$ cat src/shared/serial_port_pkg.sv
// Constants, field positions and state types of the serial port controller.
package serial_port_pkg;
	localparam int CLK_HZ = 50_000_000;
	localparam int BAUD_TABLE [8] = '{1200, 2400, 9600, 19200, 33600, 38400, 57600, 115200};
	localparam logic [7:0] OFS_CTRL = 8'h00;
	localparam logic [7:0] OFS_STATION = 8'h04;
	localparam logic [7:0] OFS_RTS = 8'h08;
	localparam logic [7:0] OFS_TMO = 8'h0C;
	localparam logic [7:0] OFS_DLY = 8'h10;
	localparam logic [7:0] OFS_PRESC = 8'h14;
	localparam logic [7:0] OFS_TXDATA = 8'h18;
	localparam logic [7:0] OFS_RXDATA = 8'h1C;
	localparam logic [7:0] OFS_STATUS = 8'h20;
	localparam logic [7:0] OFS_RESULT = 8'h24;
	localparam logic [7:0] OFS_CMD = 8'h28;
	localparam int CTRL_PROTO = 0;
	localparam int CTRL_PARITY = 2;
	localparam int CTRL_DATA8 = 4;
	localparam int CTRL_STOP2 = 5;
	localparam int CTRL_FULL = 6;
	localparam int CTRL_RS485 = 7;
	localparam int CTRL_SERVER = 8;
	localparam int CTRL_BAUD = 9;
	localparam int TX_LAST = 8;
	localparam int ST_TXBUSY = 0;
	localparam int ST_RXVALID = 1;
	localparam int ST_FRAME = 2;
	localparam int ST_PARITY = 3;
	localparam int ST_TIMEOUT = 4;
	localparam int ST_HEARTBEAT = 5;
	localparam int ST_DISCARD = 6;
	localparam int ST_EXCEPT = 7;
	localparam logic [31:0] CTRL_RST = 32'h0000_0010;
	localparam logic [7:0] STATION_RST = 8'h01;
	localparam logic [15:0] PRESC_RST = 16'h0031;
	localparam logic [7:0] STATION_MIN = 8'h01;
	localparam logic [7:0] STATION_MAX = 8'hF7;
	localparam logic [7:0] ERR_FUNC = 8'h01;
	localparam logic [7:0] ERR_ADDR = 8'h02;
	localparam logic [7:0] ERR_DATA = 8'h03;
	localparam logic [7:0] ERR_FAIL = 8'h04;
	localparam logic [7:0] ERR_BUSY = 8'h06;
	typedef enum logic [1:0] {PROTO_RTU = 2'b00, PROTO_ASCII = 2'b01,
		PROTO_CUSTOM = 2'b10} proto_type;
	typedef enum logic [1:0] {PAR_NONE = 2'b00, PAR_EVEN = 2'b01, PAR_ODD = 2'b10} parity_type;
	typedef enum logic [2:0] {TX_IDLE = 3'b000, TX_RTS_ON = 3'b001, TX_SHIFT = 3'b010,
		TX_RTS_OFF = 3'b011} tx_state_type;
	typedef enum logic [1:0] {RX_IDLE = 2'b00, RX_START = 2'b01, RX_DATA = 2'b10} rx_state_type;
endpackage

$ cat src/verilog/serial_port_rtu_ascii_controller.sv
// Serial port controller for Modbus RTU, ASCII and custom traffic with an APB register file.
//
// Notes on behaviour
// - RTU server answers own station, 1 to 247.
// - Parity none, even or odd.
// - Seven or eight bits; RTU forces eight.
// - One or two stop bits.
// - Half duplex never sends and receives together.
// - Full duplex only outside RTU mode.
// - Outside RS-485, RTS held for off delay after sending.
// - Outside RS-485, RTS raised, on delay, then first character.
// - Client times reply; timeout status on expiry.
// - In RTU, gap over character timeout discards partial message.
// - RS-485 RTU server waits response delay before replying.
// - RS-485 RTU client waits request delay before requesting.
// - Reply delay applies only on RS-485.
// - Heartbeat timer restarts per packet, flags expiry.
// - Error codes only for client transactions.
// - Error code written to request result location.
// - Codes 01 function, 02 address, 03 data.
// - Codes 04 device failure, 06 busy.
// - Eight selectable bit rates, 1200 to 115200.
// - Protocol modes RTU, ASCII or custom.
`timescale 1ns/1ps
module serial_port_rtu_ascii_controller (
	// Clock and reset
	input wire logic clk_sys,
	input wire logic nrst,
	// APB slave
	input wire logic psel,
	input wire logic penable,
	input wire logic pwrite,
	input wire logic [7:0] paddr,
	input wire logic [31:0] pwdata,
	output logic [31:0] prdata,
	output logic pready,
	output logic pslverr,
	// Serial line
	input wire logic rxd,
	output logic txd,
	output logic rts
);
	logic [31:0] ctrl, rts_dly, tmo, dly;
	logic [15:0] presc, presc_cnt;
	logic [7:0] station, result_code, result_tag, rx_data, tx_hold, msg_cnt;
	logic [7:2] st;
	logic rx_valid, tx_pend, tx_last, tx_msg_end, s1, s2, s3, rx_f, addr_match, exc_pend;
	logic wait_rsp;
	serial_port_pkg::tx_state_type tx_state;
	serial_port_pkg::rx_state_type rx_state;
	logic [15:0] tx_tmr, rx_tmr, tx_cnt, gap_cnt, rsp_cnt, hb_cnt, turn_cnt;
	logic [11:0] tx_sh;
	logic [10:0] rx_sh;
	logic [3:0] tx_bits, rx_idx;

	function automatic logic [15:0] bit_period(input logic [2:0] sel);
		bit_period = 16'(serial_port_pkg::CLK_HZ / serial_port_pkg::BAUD_TABLE[sel]);
	endfunction

	// Start bit at index 0, data LSB first, then parity; spare positions stay one as stop bits.
	function automatic logic [11:0] char_frame(input logic [7:0] d, input logic d8,
			input logic [1:0] par);
		logic [11:0] f;
		f = 12'hFFF;
		f[0] = 1'b0;
		for (int i = 0; i < 8; i++) begin
			if (i < 7 || d8) begin
				f[i + 1] = d[i];
			end
		end
		if (par == serial_port_pkg::PAR_EVEN) begin
			f[d8 ? 9 : 8] = ^(d8 ? d : {1'b0, d[6:0]});
		end else if (par == serial_port_pkg::PAR_ODD) begin
			f[d8 ? 9 : 8] = ~^(d8 ? d : {1'b0, d[6:0]});
		end
		return f;
	endfunction

	function automatic logic mapped(input logic [7:0] a);
		mapped = a == serial_port_pkg::OFS_CTRL || a == serial_port_pkg::OFS_STATION ||
			a == serial_port_pkg::OFS_RTS || a == serial_port_pkg::OFS_TMO ||
			a == serial_port_pkg::OFS_DLY || a == serial_port_pkg::OFS_PRESC ||
			a == serial_port_pkg::OFS_TXDATA || a == serial_port_pkg::OFS_RXDATA ||
			a == serial_port_pkg::OFS_STATUS || a == serial_port_pkg::OFS_RESULT ||
			a == serial_port_pkg::OFS_CMD;
	endfunction

	function automatic logic [7:0] exc_map(input logic [7:0] c);
		case (c)
			serial_port_pkg::ERR_FUNC, serial_port_pkg::ERR_ADDR, serial_port_pkg::ERR_DATA,
			serial_port_pkg::ERR_FAIL, serial_port_pkg::ERR_BUSY: exc_map = c;
			default: exc_map = serial_port_pkg::ERR_FAIL;
		endcase
	endfunction

	// Decoded configuration.
	logic is_rtu, d8, half, rs485, server, station_ok, tick, tx_active, rx_active;
	logic [1:0] par;
	logic [3:0] nbits, dbits, pbit;
	logic [15:0] bp;
	assign is_rtu = ctrl[serial_port_pkg::CTRL_PROTO +: 2] == serial_port_pkg::PROTO_RTU;
	assign d8 = ctrl[serial_port_pkg::CTRL_DATA8] | is_rtu;
	assign half = ~ctrl[serial_port_pkg::CTRL_FULL] | is_rtu;
	assign rs485 = ctrl[serial_port_pkg::CTRL_RS485];
	assign server = ctrl[serial_port_pkg::CTRL_SERVER];
	assign par = ctrl[serial_port_pkg::CTRL_PARITY +: 2];
	assign station_ok = station >= serial_port_pkg::STATION_MIN &&
		station <= serial_port_pkg::STATION_MAX;
	assign dbits = d8 ? 4'd8 : 4'd7;
	assign pbit = par == serial_port_pkg::PAR_NONE ? 4'd0 : 4'd1;
	assign nbits = 4'd2 + dbits + pbit + {3'd0, ctrl[serial_port_pkg::CTRL_STOP2]};
	assign bp = bit_period(ctrl[serial_port_pkg::CTRL_BAUD +: 3]);
	assign tx_active = tx_state != serial_port_pkg::TX_IDLE;
	assign rx_active = rx_state != serial_port_pkg::RX_IDLE;

	// APB: zero wait states; read data is captured in the setup cycle.
	logic wr, rd, rx_done;
	assign pready = 1'b1;
	assign pslverr = psel & penable & ~mapped(paddr);
	assign wr = psel & penable & pwrite & mapped(paddr);
	assign rd = psel & penable & ~pwrite;
	assign rx_done = wr && paddr == serial_port_pkg::OFS_CMD && pwdata[0];

	always_ff @(posedge clk_sys) begin
		if (!nrst) begin
			ctrl <= serial_port_pkg::CTRL_RST;
			station <= serial_port_pkg::STATION_RST;
			rts_dly <= 32'h0000_0000;
			tmo <= 32'h0000_0000;
			dly <= 32'h0000_0000;
			presc <= serial_port_pkg::PRESC_RST;
		end else if (wr) begin
			case (paddr)
				serial_port_pkg::OFS_CTRL: ctrl <= {20'h0_0000, pwdata[11:0]};
				serial_port_pkg::OFS_STATION: station <= pwdata[7:0];
				serial_port_pkg::OFS_RTS: rts_dly <= pwdata;
				serial_port_pkg::OFS_TMO: tmo <= pwdata;
				serial_port_pkg::OFS_DLY: dly <= pwdata;
				serial_port_pkg::OFS_PRESC: presc <= pwdata[15:0];
				default: ;
			endcase
		end
	end

	always_ff @(posedge clk_sys) begin
		if (!nrst) begin
			prdata <= 32'h0000_0000;
		end else if (psel && !penable) begin
			case (paddr)
				serial_port_pkg::OFS_CTRL: prdata <= ctrl;
				serial_port_pkg::OFS_STATION: prdata <= {24'h00_0000, station};
				serial_port_pkg::OFS_RTS: prdata <= rts_dly;
				serial_port_pkg::OFS_TMO: prdata <= tmo;
				serial_port_pkg::OFS_DLY: prdata <= dly;
				serial_port_pkg::OFS_PRESC: prdata <= {16'h0000, presc};
				serial_port_pkg::OFS_RXDATA: prdata <= {23'h00_0000, rx_valid, rx_data};
				serial_port_pkg::OFS_STATUS: prdata <= {24'h00_0000, st, rx_valid,
					tx_pend | tx_active};
				serial_port_pkg::OFS_RESULT: prdata <= {16'h0000, result_tag, result_code};
				default: prdata <= 32'h0000_0000;
			endcase
		end
	end

	// Prescaler tick shared by every delay and timeout counter.
	always_ff @(posedge clk_sys) begin
		if (!nrst || presc_cnt >= presc) begin
			presc_cnt <= 16'h0000;
		end else begin
			presc_cnt <= presc_cnt + 16'h0001;
		end
	end
	assign tick = presc_cnt >= presc;

	// Transmitter.
	logic tx_load, tx_char_end, tx_go, query_sent;
	assign tx_char_end = tx_state == serial_port_pkg::TX_SHIFT && tx_tmr == bp - 16'h0001 &&
		tx_bits == 4'd1;
	assign tx_go = tx_pend && turn_cnt == 16'h0000 && !(half && rx_active);
	assign tx_load = (tx_state == serial_port_pkg::TX_IDLE && tx_go &&
			(rs485 || rts_dly[15:0] == 16'h0000)) ||
		(tx_state == serial_port_pkg::TX_RTS_ON && tick && turn_cnt == 16'h0000 &&
			tx_cnt + 16'h0001 >= rts_dly[15:0]) ||
		(tx_char_end && tx_pend && turn_cnt == 16'h0000);
	assign query_sent = tx_char_end && tx_msg_end && !server;

	always_ff @(posedge clk_sys) begin
		if (!nrst) begin
			tx_pend <= 1'b0;
			tx_hold <= 8'h00;
			tx_last <= 1'b0;
		end else if (wr && paddr == serial_port_pkg::OFS_TXDATA && !tx_pend) begin
			tx_pend <= 1'b1;
			tx_hold <= pwdata[7:0];
			tx_last <= pwdata[serial_port_pkg::TX_LAST];
		end else if (tx_load) begin
			tx_pend <= 1'b0;
		end
	end

	always_ff @(posedge clk_sys) begin
		if (!nrst) begin
			tx_state <= serial_port_pkg::TX_IDLE;
			tx_sh <= 12'hFFF;
			tx_bits <= 4'd0;
			tx_tmr <= 16'h0000;
			tx_cnt <= 16'h0000;
			tx_msg_end <= 1'b0;
			rts <= 1'b0;
		end else if (tx_load) begin
			tx_state <= serial_port_pkg::TX_SHIFT;
			tx_sh <= char_frame(tx_hold, d8, par);
			tx_bits <= nbits;
			tx_tmr <= 16'h0000;
			tx_msg_end <= tx_last;
			rts <= 1'b1;
		end else begin
			case (tx_state)
				serial_port_pkg::TX_IDLE: begin
					tx_cnt <= 16'h0000;
					if (tx_go) begin
						tx_state <= serial_port_pkg::TX_RTS_ON;
						rts <= 1'b1;
					end
				end
				serial_port_pkg::TX_RTS_ON: begin
					if (tick) begin
						tx_cnt <= tx_cnt + 16'h0001;
					end
				end
				serial_port_pkg::TX_SHIFT: begin
					if (tx_tmr == bp - 16'h0001) begin
						tx_tmr <= 16'h0000;
						tx_sh <= {1'b1, tx_sh[11:1]};
						tx_bits <= tx_bits - 4'd1;
						if (tx_bits == 4'd1) begin
							tx_cnt <= 16'h0000;
							if (rs485 || rts_dly[31:16] == 16'h0000) begin
								tx_state <= serial_port_pkg::TX_IDLE;
								rts <= 1'b0;
							end else begin
								tx_state <= serial_port_pkg::TX_RTS_OFF;
							end
						end
					end else begin
						tx_tmr <= tx_tmr + 16'h0001;
					end
				end
				serial_port_pkg::TX_RTS_OFF: begin
					if (tick) begin
						tx_cnt <= tx_cnt + 16'h0001;
						if (tx_cnt + 16'h0001 >= rts_dly[31:16]) begin
							tx_state <= serial_port_pkg::TX_IDLE;
							rts <= 1'b0;
						end
					end
				end
				default: tx_state <= serial_port_pkg::TX_IDLE;
			endcase
		end
	end
	assign txd = tx_state == serial_port_pkg::TX_SHIFT ? tx_sh[0] : 1'b1;

	// Receiver: a level change counts once the second and third stages agree.
	always_ff @(posedge clk_sys) begin
		if (!nrst) begin
			s1 <= 1'b1;
			s2 <= 1'b1;
			s3 <= 1'b1;
			rx_f <= 1'b1;
		end else begin
			s1 <= rxd;
			s2 <= s1;
			s3 <= s2;
			if (s2 == s3) begin
				rx_f <= s3;
			end
		end
	end

	logic rx_byte, perr, ferr, deliver, gap_over;
	logic [7:0] rx_char;
	logic [11:0] rx_exp;
	logic [3:0] sp;
	assign rx_byte = rx_state == serial_port_pkg::RX_DATA && rx_tmr == bp - 16'h0001 &&
		rx_idx == nbits - 4'd2;
	assign rx_char = 8'({rx_f, rx_sh} >> (4'd13 - nbits)) & {d8, 7'h7F};
	assign sp = dbits + pbit;
	always_comb begin
		rx_exp = char_frame(rx_char, d8, par);
		// Parity sits just below the stop bits, whose place depends on the stop count.
		perr = pbit != 4'd0 && (ctrl[serial_port_pkg::CTRL_STOP2] ? rx_sh[9] : rx_sh[10])
			!= rx_exp[sp];
		ferr = !rx_f || (ctrl[serial_port_pkg::CTRL_STOP2] && !rx_sh[10]);
	end

	always_ff @(posedge clk_sys) begin
		if (!nrst) begin
			rx_state <= serial_port_pkg::RX_IDLE;
			rx_tmr <= 16'h0000;
			rx_idx <= 4'd0;
			rx_sh <= 11'h7FF;
		end else begin
			case (rx_state)
				serial_port_pkg::RX_IDLE: begin
					rx_tmr <= 16'h0000;
					rx_idx <= 4'd0;
					if (!rx_f && !(half && (tx_active || tx_go))) begin
						rx_state <= serial_port_pkg::RX_START;
					end
				end
				serial_port_pkg::RX_START: begin
					rx_tmr <= rx_tmr + 16'h0001;
					if (rx_tmr == {1'b0, bp[15:1]}) begin
						rx_tmr <= 16'h0000;
						rx_state <= rx_f ? serial_port_pkg::RX_IDLE : serial_port_pkg::RX_DATA;
					end
				end
				serial_port_pkg::RX_DATA: begin
					rx_tmr <= rx_tmr + 16'h0001;
					if (rx_tmr == bp - 16'h0001) begin
						rx_tmr <= 16'h0000;
						rx_sh <= {rx_f, rx_sh[10:1]};
						rx_idx <= rx_idx + 4'd1;
						if (rx_byte) begin
							rx_state <= serial_port_pkg::RX_IDLE;
						end
					end
				end
				default: rx_state <= serial_port_pkg::RX_IDLE;
			endcase
		end
	end

	// Message tracking. The shift register is right aligned only for the longest frame,
	// so the character is realigned by the frame length before use.
	logic [7:0] rx_word;
	assign rx_word = rx_char;
	assign gap_over = is_rtu && msg_cnt != 8'h00 && gap_cnt > tmo[31:16];
	assign deliver = rx_byte && !ferr && !perr && (!is_rtu || !server ||
		(msg_cnt == 8'h00 ? rx_word == station && station_ok : addr_match));

	always_ff @(posedge clk_sys) begin
		if (!nrst || rx_done || gap_over) begin
			msg_cnt <= 8'h00;
			gap_cnt <= 16'h0000;
			addr_match <= 1'b0;
			exc_pend <= 1'b0;
		end else if (rx_byte) begin
			gap_cnt <= 16'h0000;
			msg_cnt <= msg_cnt == 8'hFF ? msg_cnt : msg_cnt + 8'h01;
			if (msg_cnt == 8'h00) begin
				addr_match <= rx_word == station && station_ok;
			end
			if (msg_cnt == 8'h01) begin
				exc_pend <= rx_word[7];
			end
		end else if (tick && msg_cnt != 8'h00) begin
			gap_cnt <= gap_cnt + 16'h0001;
		end
	end

	always_ff @(posedge clk_sys) begin
		if (!nrst) begin
			rx_valid <= 1'b0;
			rx_data <= 8'h00;
		end else if (deliver) begin
			rx_valid <= 1'b1;
			rx_data <= rx_word;
		end else if (rd && paddr == serial_port_pkg::OFS_RXDATA) begin
			rx_valid <= 1'b0;
		end
	end

	// Client exception code, tagged with the request that software names.
	logic exc_set;
	assign exc_set = rx_byte && is_rtu && !server && msg_cnt == 8'h02 && exc_pend;
	always_ff @(posedge clk_sys) begin
		if (!nrst) begin
			result_code <= 8'h00;
			result_tag <= 8'h00;
		end else if (exc_set) begin
			result_code <= exc_map(rx_word);
		end else if (wr && paddr == serial_port_pkg::OFS_RESULT) begin
			result_tag <= pwdata[15:8];
			result_code <= 8'h00;
		end
	end

	// Reply timeout, turnaround delay and heartbeat, all in prescaled ticks.
	logic tmo_set, hb_set;
	assign tmo_set = wait_rsp && tick && rsp_cnt + 16'h0001 >= tmo[15:0];
	assign hb_set = dly[31:16] != 16'h0000 && tick && hb_cnt + 16'h0001 == dly[31:16];
	always_ff @(posedge clk_sys) begin
		if (!nrst || rx_done || tmo_set) begin
			wait_rsp <= 1'b0;
			rsp_cnt <= 16'h0000;
		end else if (query_sent) begin
			wait_rsp <= 1'b1;
			rsp_cnt <= 16'h0000;
		end else if (wait_rsp && tick) begin
			rsp_cnt <= rsp_cnt + 16'h0001;
		end
	end

	always_ff @(posedge clk_sys) begin
		if (!nrst) begin
			turn_cnt <= 16'h0000;
		end else if (rx_done) begin
			turn_cnt <= rs485 && is_rtu ? dly[15:0] : 16'h0000;
		end else if (tick && turn_cnt != 16'h0000) begin
			turn_cnt <= turn_cnt - 16'h0001;
		end
	end

	always_ff @(posedge clk_sys) begin
		if (!nrst || rx_done || dly[31:16] == 16'h0000) begin
			hb_cnt <= 16'h0000;
		end else if (tick && hb_cnt != dly[31:16]) begin
			hb_cnt <= hb_cnt + 16'h0001;
		end
	end

	// Sticky status: a hardware set in the same cycle as a clear wins.
	logic [7:2] st_set;
	assign st_set = {exc_set, gap_over, hb_set, tmo_set, rx_byte && perr, rx_byte && ferr};
	always_ff @(posedge clk_sys) begin
		if (!nrst) begin
			st <= 6'h00;
		end else if (wr && paddr == serial_port_pkg::OFS_STATUS) begin
			st <= (st & ~pwdata[7:2]) | st_set;
		end else begin
			st <= st | st_set;
		end
	end
endmodule

$ cat config.mk
export PLATFORM = sky130hd
export DESIGN_NAME = serial_port_rtu_ascii_controller
export DESIGN_NICKNAME = d
export VERILOG_FILES = /design/src/shared/serial_port_pkg.sv /design/src/verilog/serial_port_rtu_ascii_controller.sv
export SDC_FILE = /design/constraint.sdc
export NUM_CORES = 1
export LEC_CHECK = 0
export BUFFER_PORTS_ARGS = -buffer_cell sky130_fd_sc_hd__buf_2
export CAP_MARGIN = 40
export CELL_PAD_IN_SITES_DETAIL_PLACEMENT = 0
export CELL_PAD_IN_SITES_GLOBAL_PLACEMENT = 1
export CORE_ASPECT_RATIO = 2
export CORE_UTILIZATION = 35
export CTS_CLUSTER_SIZE = 8
export DETAILED_ROUTE_END_ITERATION = 7
export HOLD_SLACK_MARGIN = 0.06
export PLACE_DENSITY = 0.68
export SYNTH_ARGS = -nofsm -noshare
export SYNTH_HDL_FRONTEND = slang
export SYNTH_SLANG_ARGS = --single-unit
$ cat constraint.sdc
create_clock -name clk_sys -period 51.2 [get_ports clk_sys]
set_clock_uncertainty 0.2 [all_clocks]
set_input_delay 10.24 -clock clk_sys [delete_from_list [all_inputs] [get_ports clk_sys]]
set_output_delay 10.24 -clock clk_sys [all_outputs]
set_load 0.005 [all_outputs]
==> impl_metrics.env <==
export IMPL_first_iter_violations=2714
export IMPL_grt_pass1_vias=40717
export IMPL_clock_path_buffers=3
export IMPL_clock_sinks=383
export IMPL_rr_startpoint="ctrl[9]$_SDFFE_PN0P_"
export IMPL_drv_slew=0
export IMPL_fin_nets=5699
export IMPL_vias_per_cell=6.01
export IMPL_grt_max_degree=86
export IMPL_worstPathMaxFanout=14
export IMPL_tightest_slew_ns=1.01
export IMPL_core_area_um2=107000
export IMPL_layout_commonest_cell="nand2_1"
export IMPL_place_gp_congestion=1.04
export IMPL_antenna_found_initial=7
export IMPL_start_util=0.353
export IMPL_highest_layer="met5"
export IMPL_ys_flop_type="dfxtp_1"
export IMPL_reg2reg_depth=254
export IMPL_critPathLaunchType="register"
export IMPL_die_h_um=467
export IMPL_final_hold_violation_count=0
export IMPL_status="finished, final reports clean"
export IMPL_ys_ff_latch=383
export IMPL_yosys_warnings=0
export IMPL_clk_insertion_delay_late_ns=0.62
export IMPL_cpMaxStageDelayCell="or4_4"
export IMPL_cp_top_family="compound AO/OA/AOI/OAI gates"
export IMPL_dpl_worst_slack_ns=-0.559
export IMPL_wl_um=174000
export IMPL_critPathBufInv=33
export IMPL_drc=0
export IMPL_syn_area_um2=37800
export IMPL_met1_length_um=53600
export IMPL_timing_hold_worst_path_depth=1
export IMPL_ctsHoldBuffers=0
export IMPL_path_clk_slew_ns=0.06
export IMPL_netlist_instances=5128
export IMPL_synth_async_reset_ratio=0
export IMPL_cp_end_kind="register"
export IMPL_worst_slack_ns=2.90
export IMPL_wl_met3_um=9290
export IMPL_clockRootBuffer="clkbuf_16"
export IMPL_grt_overflow_total=0
export IMPL_ios=82
export IMPL_route_met2_wl_um=89600
export IMPL_h_tree_depth=2
export IMPL_relSlewSlack=0.318
export IMPL_setup_viol=0
export IMPL_most_common_layout_cells="nand2_1, a21oi_1, nor2_1"
export IMPL_vias=40287
export IMPL_maxCapViolCount=0
export IMPL_synth_area_per_cell_um2=7.38
export IMPL_max_freq_ghz=0.0207
export IMPL_cp_common_cell="ha_1"
export IMPL_dr_pass1_iters=6
export IMPL_ys_seq_area_frac=0.203
export IMPL_cp_arrival_ns=48.63
export IMPL_wl_per_cell_um=25.9
export IMPL_required_ns=51.53
export IMPL_period_minus_slack_ns=48.30
export IMPL_synth_cell_types=124
export IMPL_path_class="register to register"
export IMPL_area_growth_pct=14.9
export IMPL_io_buffers=80
export IMPL_ant_nets=0
export IMPL_cts_tree="yes"
export IMPL_synth_edff_count=0
export IMPL_grt_first_pass_wirelength_um=255000
export IMPL_dpl_hpwl_um=134000
export IMPL_worstHoldStart="s1$_SDFF_PN1_"
export IMPL_slowest_delay_ns=0.59
export IMPL_fin_crit_sh=0.943
export IMPL_placementRows=170
export IMPL_numCtsBuffers=53
export IMPL_r2r_end="tx_cnt[6]$_SDFFE_PN0P_"
export IMPL_regToRegSetupSlack_ns=2.90
export IMPL_grt_use_total=0.312
export IMPL_holdPathEnd="s2$_SDFF_PN1_"
export IMPL_dieWidth_um=234
export IMPL_dieArea_um2=110000
export IMPL_drive_above_1_share=0.137
export IMPL_min_delay_path_class="register to register"
per-stage QoR:
stage	util	std cells	setup TNS (ns)	hold WS, ns	area [um^2]
floorplan	-	5130	0	0.186	38000
global placement	0.383	6587	0	0.209	41100
detailed placement	0.384	6602	-36.33	0.211	41200
CTS	0.398	6659	0	0.225	42600
global route	0.405	6700	-15.18	0.242	43500
finish	0.405	6704	0	0.212	43500
worst max-delay path by stage:
stage / slack, ns / end / from / cells after the start
global placement: 0.18 / gap_cnt[0]$_SDFFE_PP0P_ / ctrl[11]$_SDFFE_PN0P_ / 255
floorplan: 0.006 / rx_data[1]$_SDFFE_PN0P_ / ctrl[11]$_SDFFE_PN0P_ / 290
finish: 2.90 / tx_cnt[6]$_SDFFE_PN0P_ / ctrl[9]$_SDFFE_PN0P_ / 254
CTS: 0.02 / tx_cnt[7]$_SDFFE_PN0P_ / ctrl[11]$_SDFFE_PN0P_ / 263
global route: -0.20 / rx_sh[7]$_SDFFE_PN1P_ / ctrl[9]$_SDFFE_PN0P_ / 264
detailed placement: -0.56 / tx_cnt[7]$_SDFFE_PN0P_ / ctrl[11]$_SDFFE_PN0P_ / 258
cell usage after synthesis (91+ instances only):
cell / n / share of area
nand3_1: 170 / 0.022
dfxtp_1: 383 / 0.20
xor2_1: 168 / 0.039
mux2i_1: 97 / 0.026
clkbuf_1: 207 / 0.021
ha_1: 329 / 0.11
nand2_1: 647 / 0.064
xnor2_1: 223 / 0.052
inv_1: 204 / 0.020
nor2_1: 442 / 0.044
nor3_1: 99 / 0.013
nand4_1: 91 / 0.015
a21oi_1: 490 / 0.065
o21ai_0: 212 / 0.028
a21o_1: 111 / 0.022
per-layer routing:
layer  track usage  vias up
li1              -    18928
met2         0.574     1522
met1         0.266    18981
met4         0.326        6
met3        0.0604      850
met5             0        -
layout make-up:
class	count	area, um^2
Tap cell	1376	1720
Antenna cell	5	12.5
Sequential cell	383	7670
Timing Repair Buffer	400	2890
Multi-Input combinational cell	4273	29000
Clock buffer	54	1330
Inverter	211	797
Fill cell	11401	63700
Clock inverter	2	40.0
kinds of logic (layout without fill, tap and decap cells):
logic type,count (synthesis),count (layout),share of synthesized area
buffers and inverters,474,667,0.0493
and+or+nand+nor,1973,1973,0.255
other,2,9,0.000198
muxes,139,139,0.0384
adders and majority gates,331,331,0.110
AOI/OAI and AO/OA,1435,1435,0.255
xor gates and xnor gates,391,391,0.0905
DFF,383,383,0.203
sequential cells by signal, summed over array words and instances (netlist names), 10 cells and up:
name and flops:
prdata 32, rx_tmr 16, presc 16, rx_sh 11, turn_cnt 16, dly 32, presc_cnt 16, tx_cnt 16
gap_cnt 16, tmo 32, rsp_cnt 16, ctrl 12, hb_cnt 16, tx_sh 10, tx_tmr 16, rts_dly 32
timing repair:
action	CTS	global route
gates resized for setup	10	125
endpoints found under the hold margin	0	0
cloned	0	1
endpoints found under the setup margin	149	155
pin swaps	1	43
buffers inserted	1	37
Power is left out: the tool's default activity adds up to more than one toggle a clock period on the data nets, which glitch-free logic cannot reach.
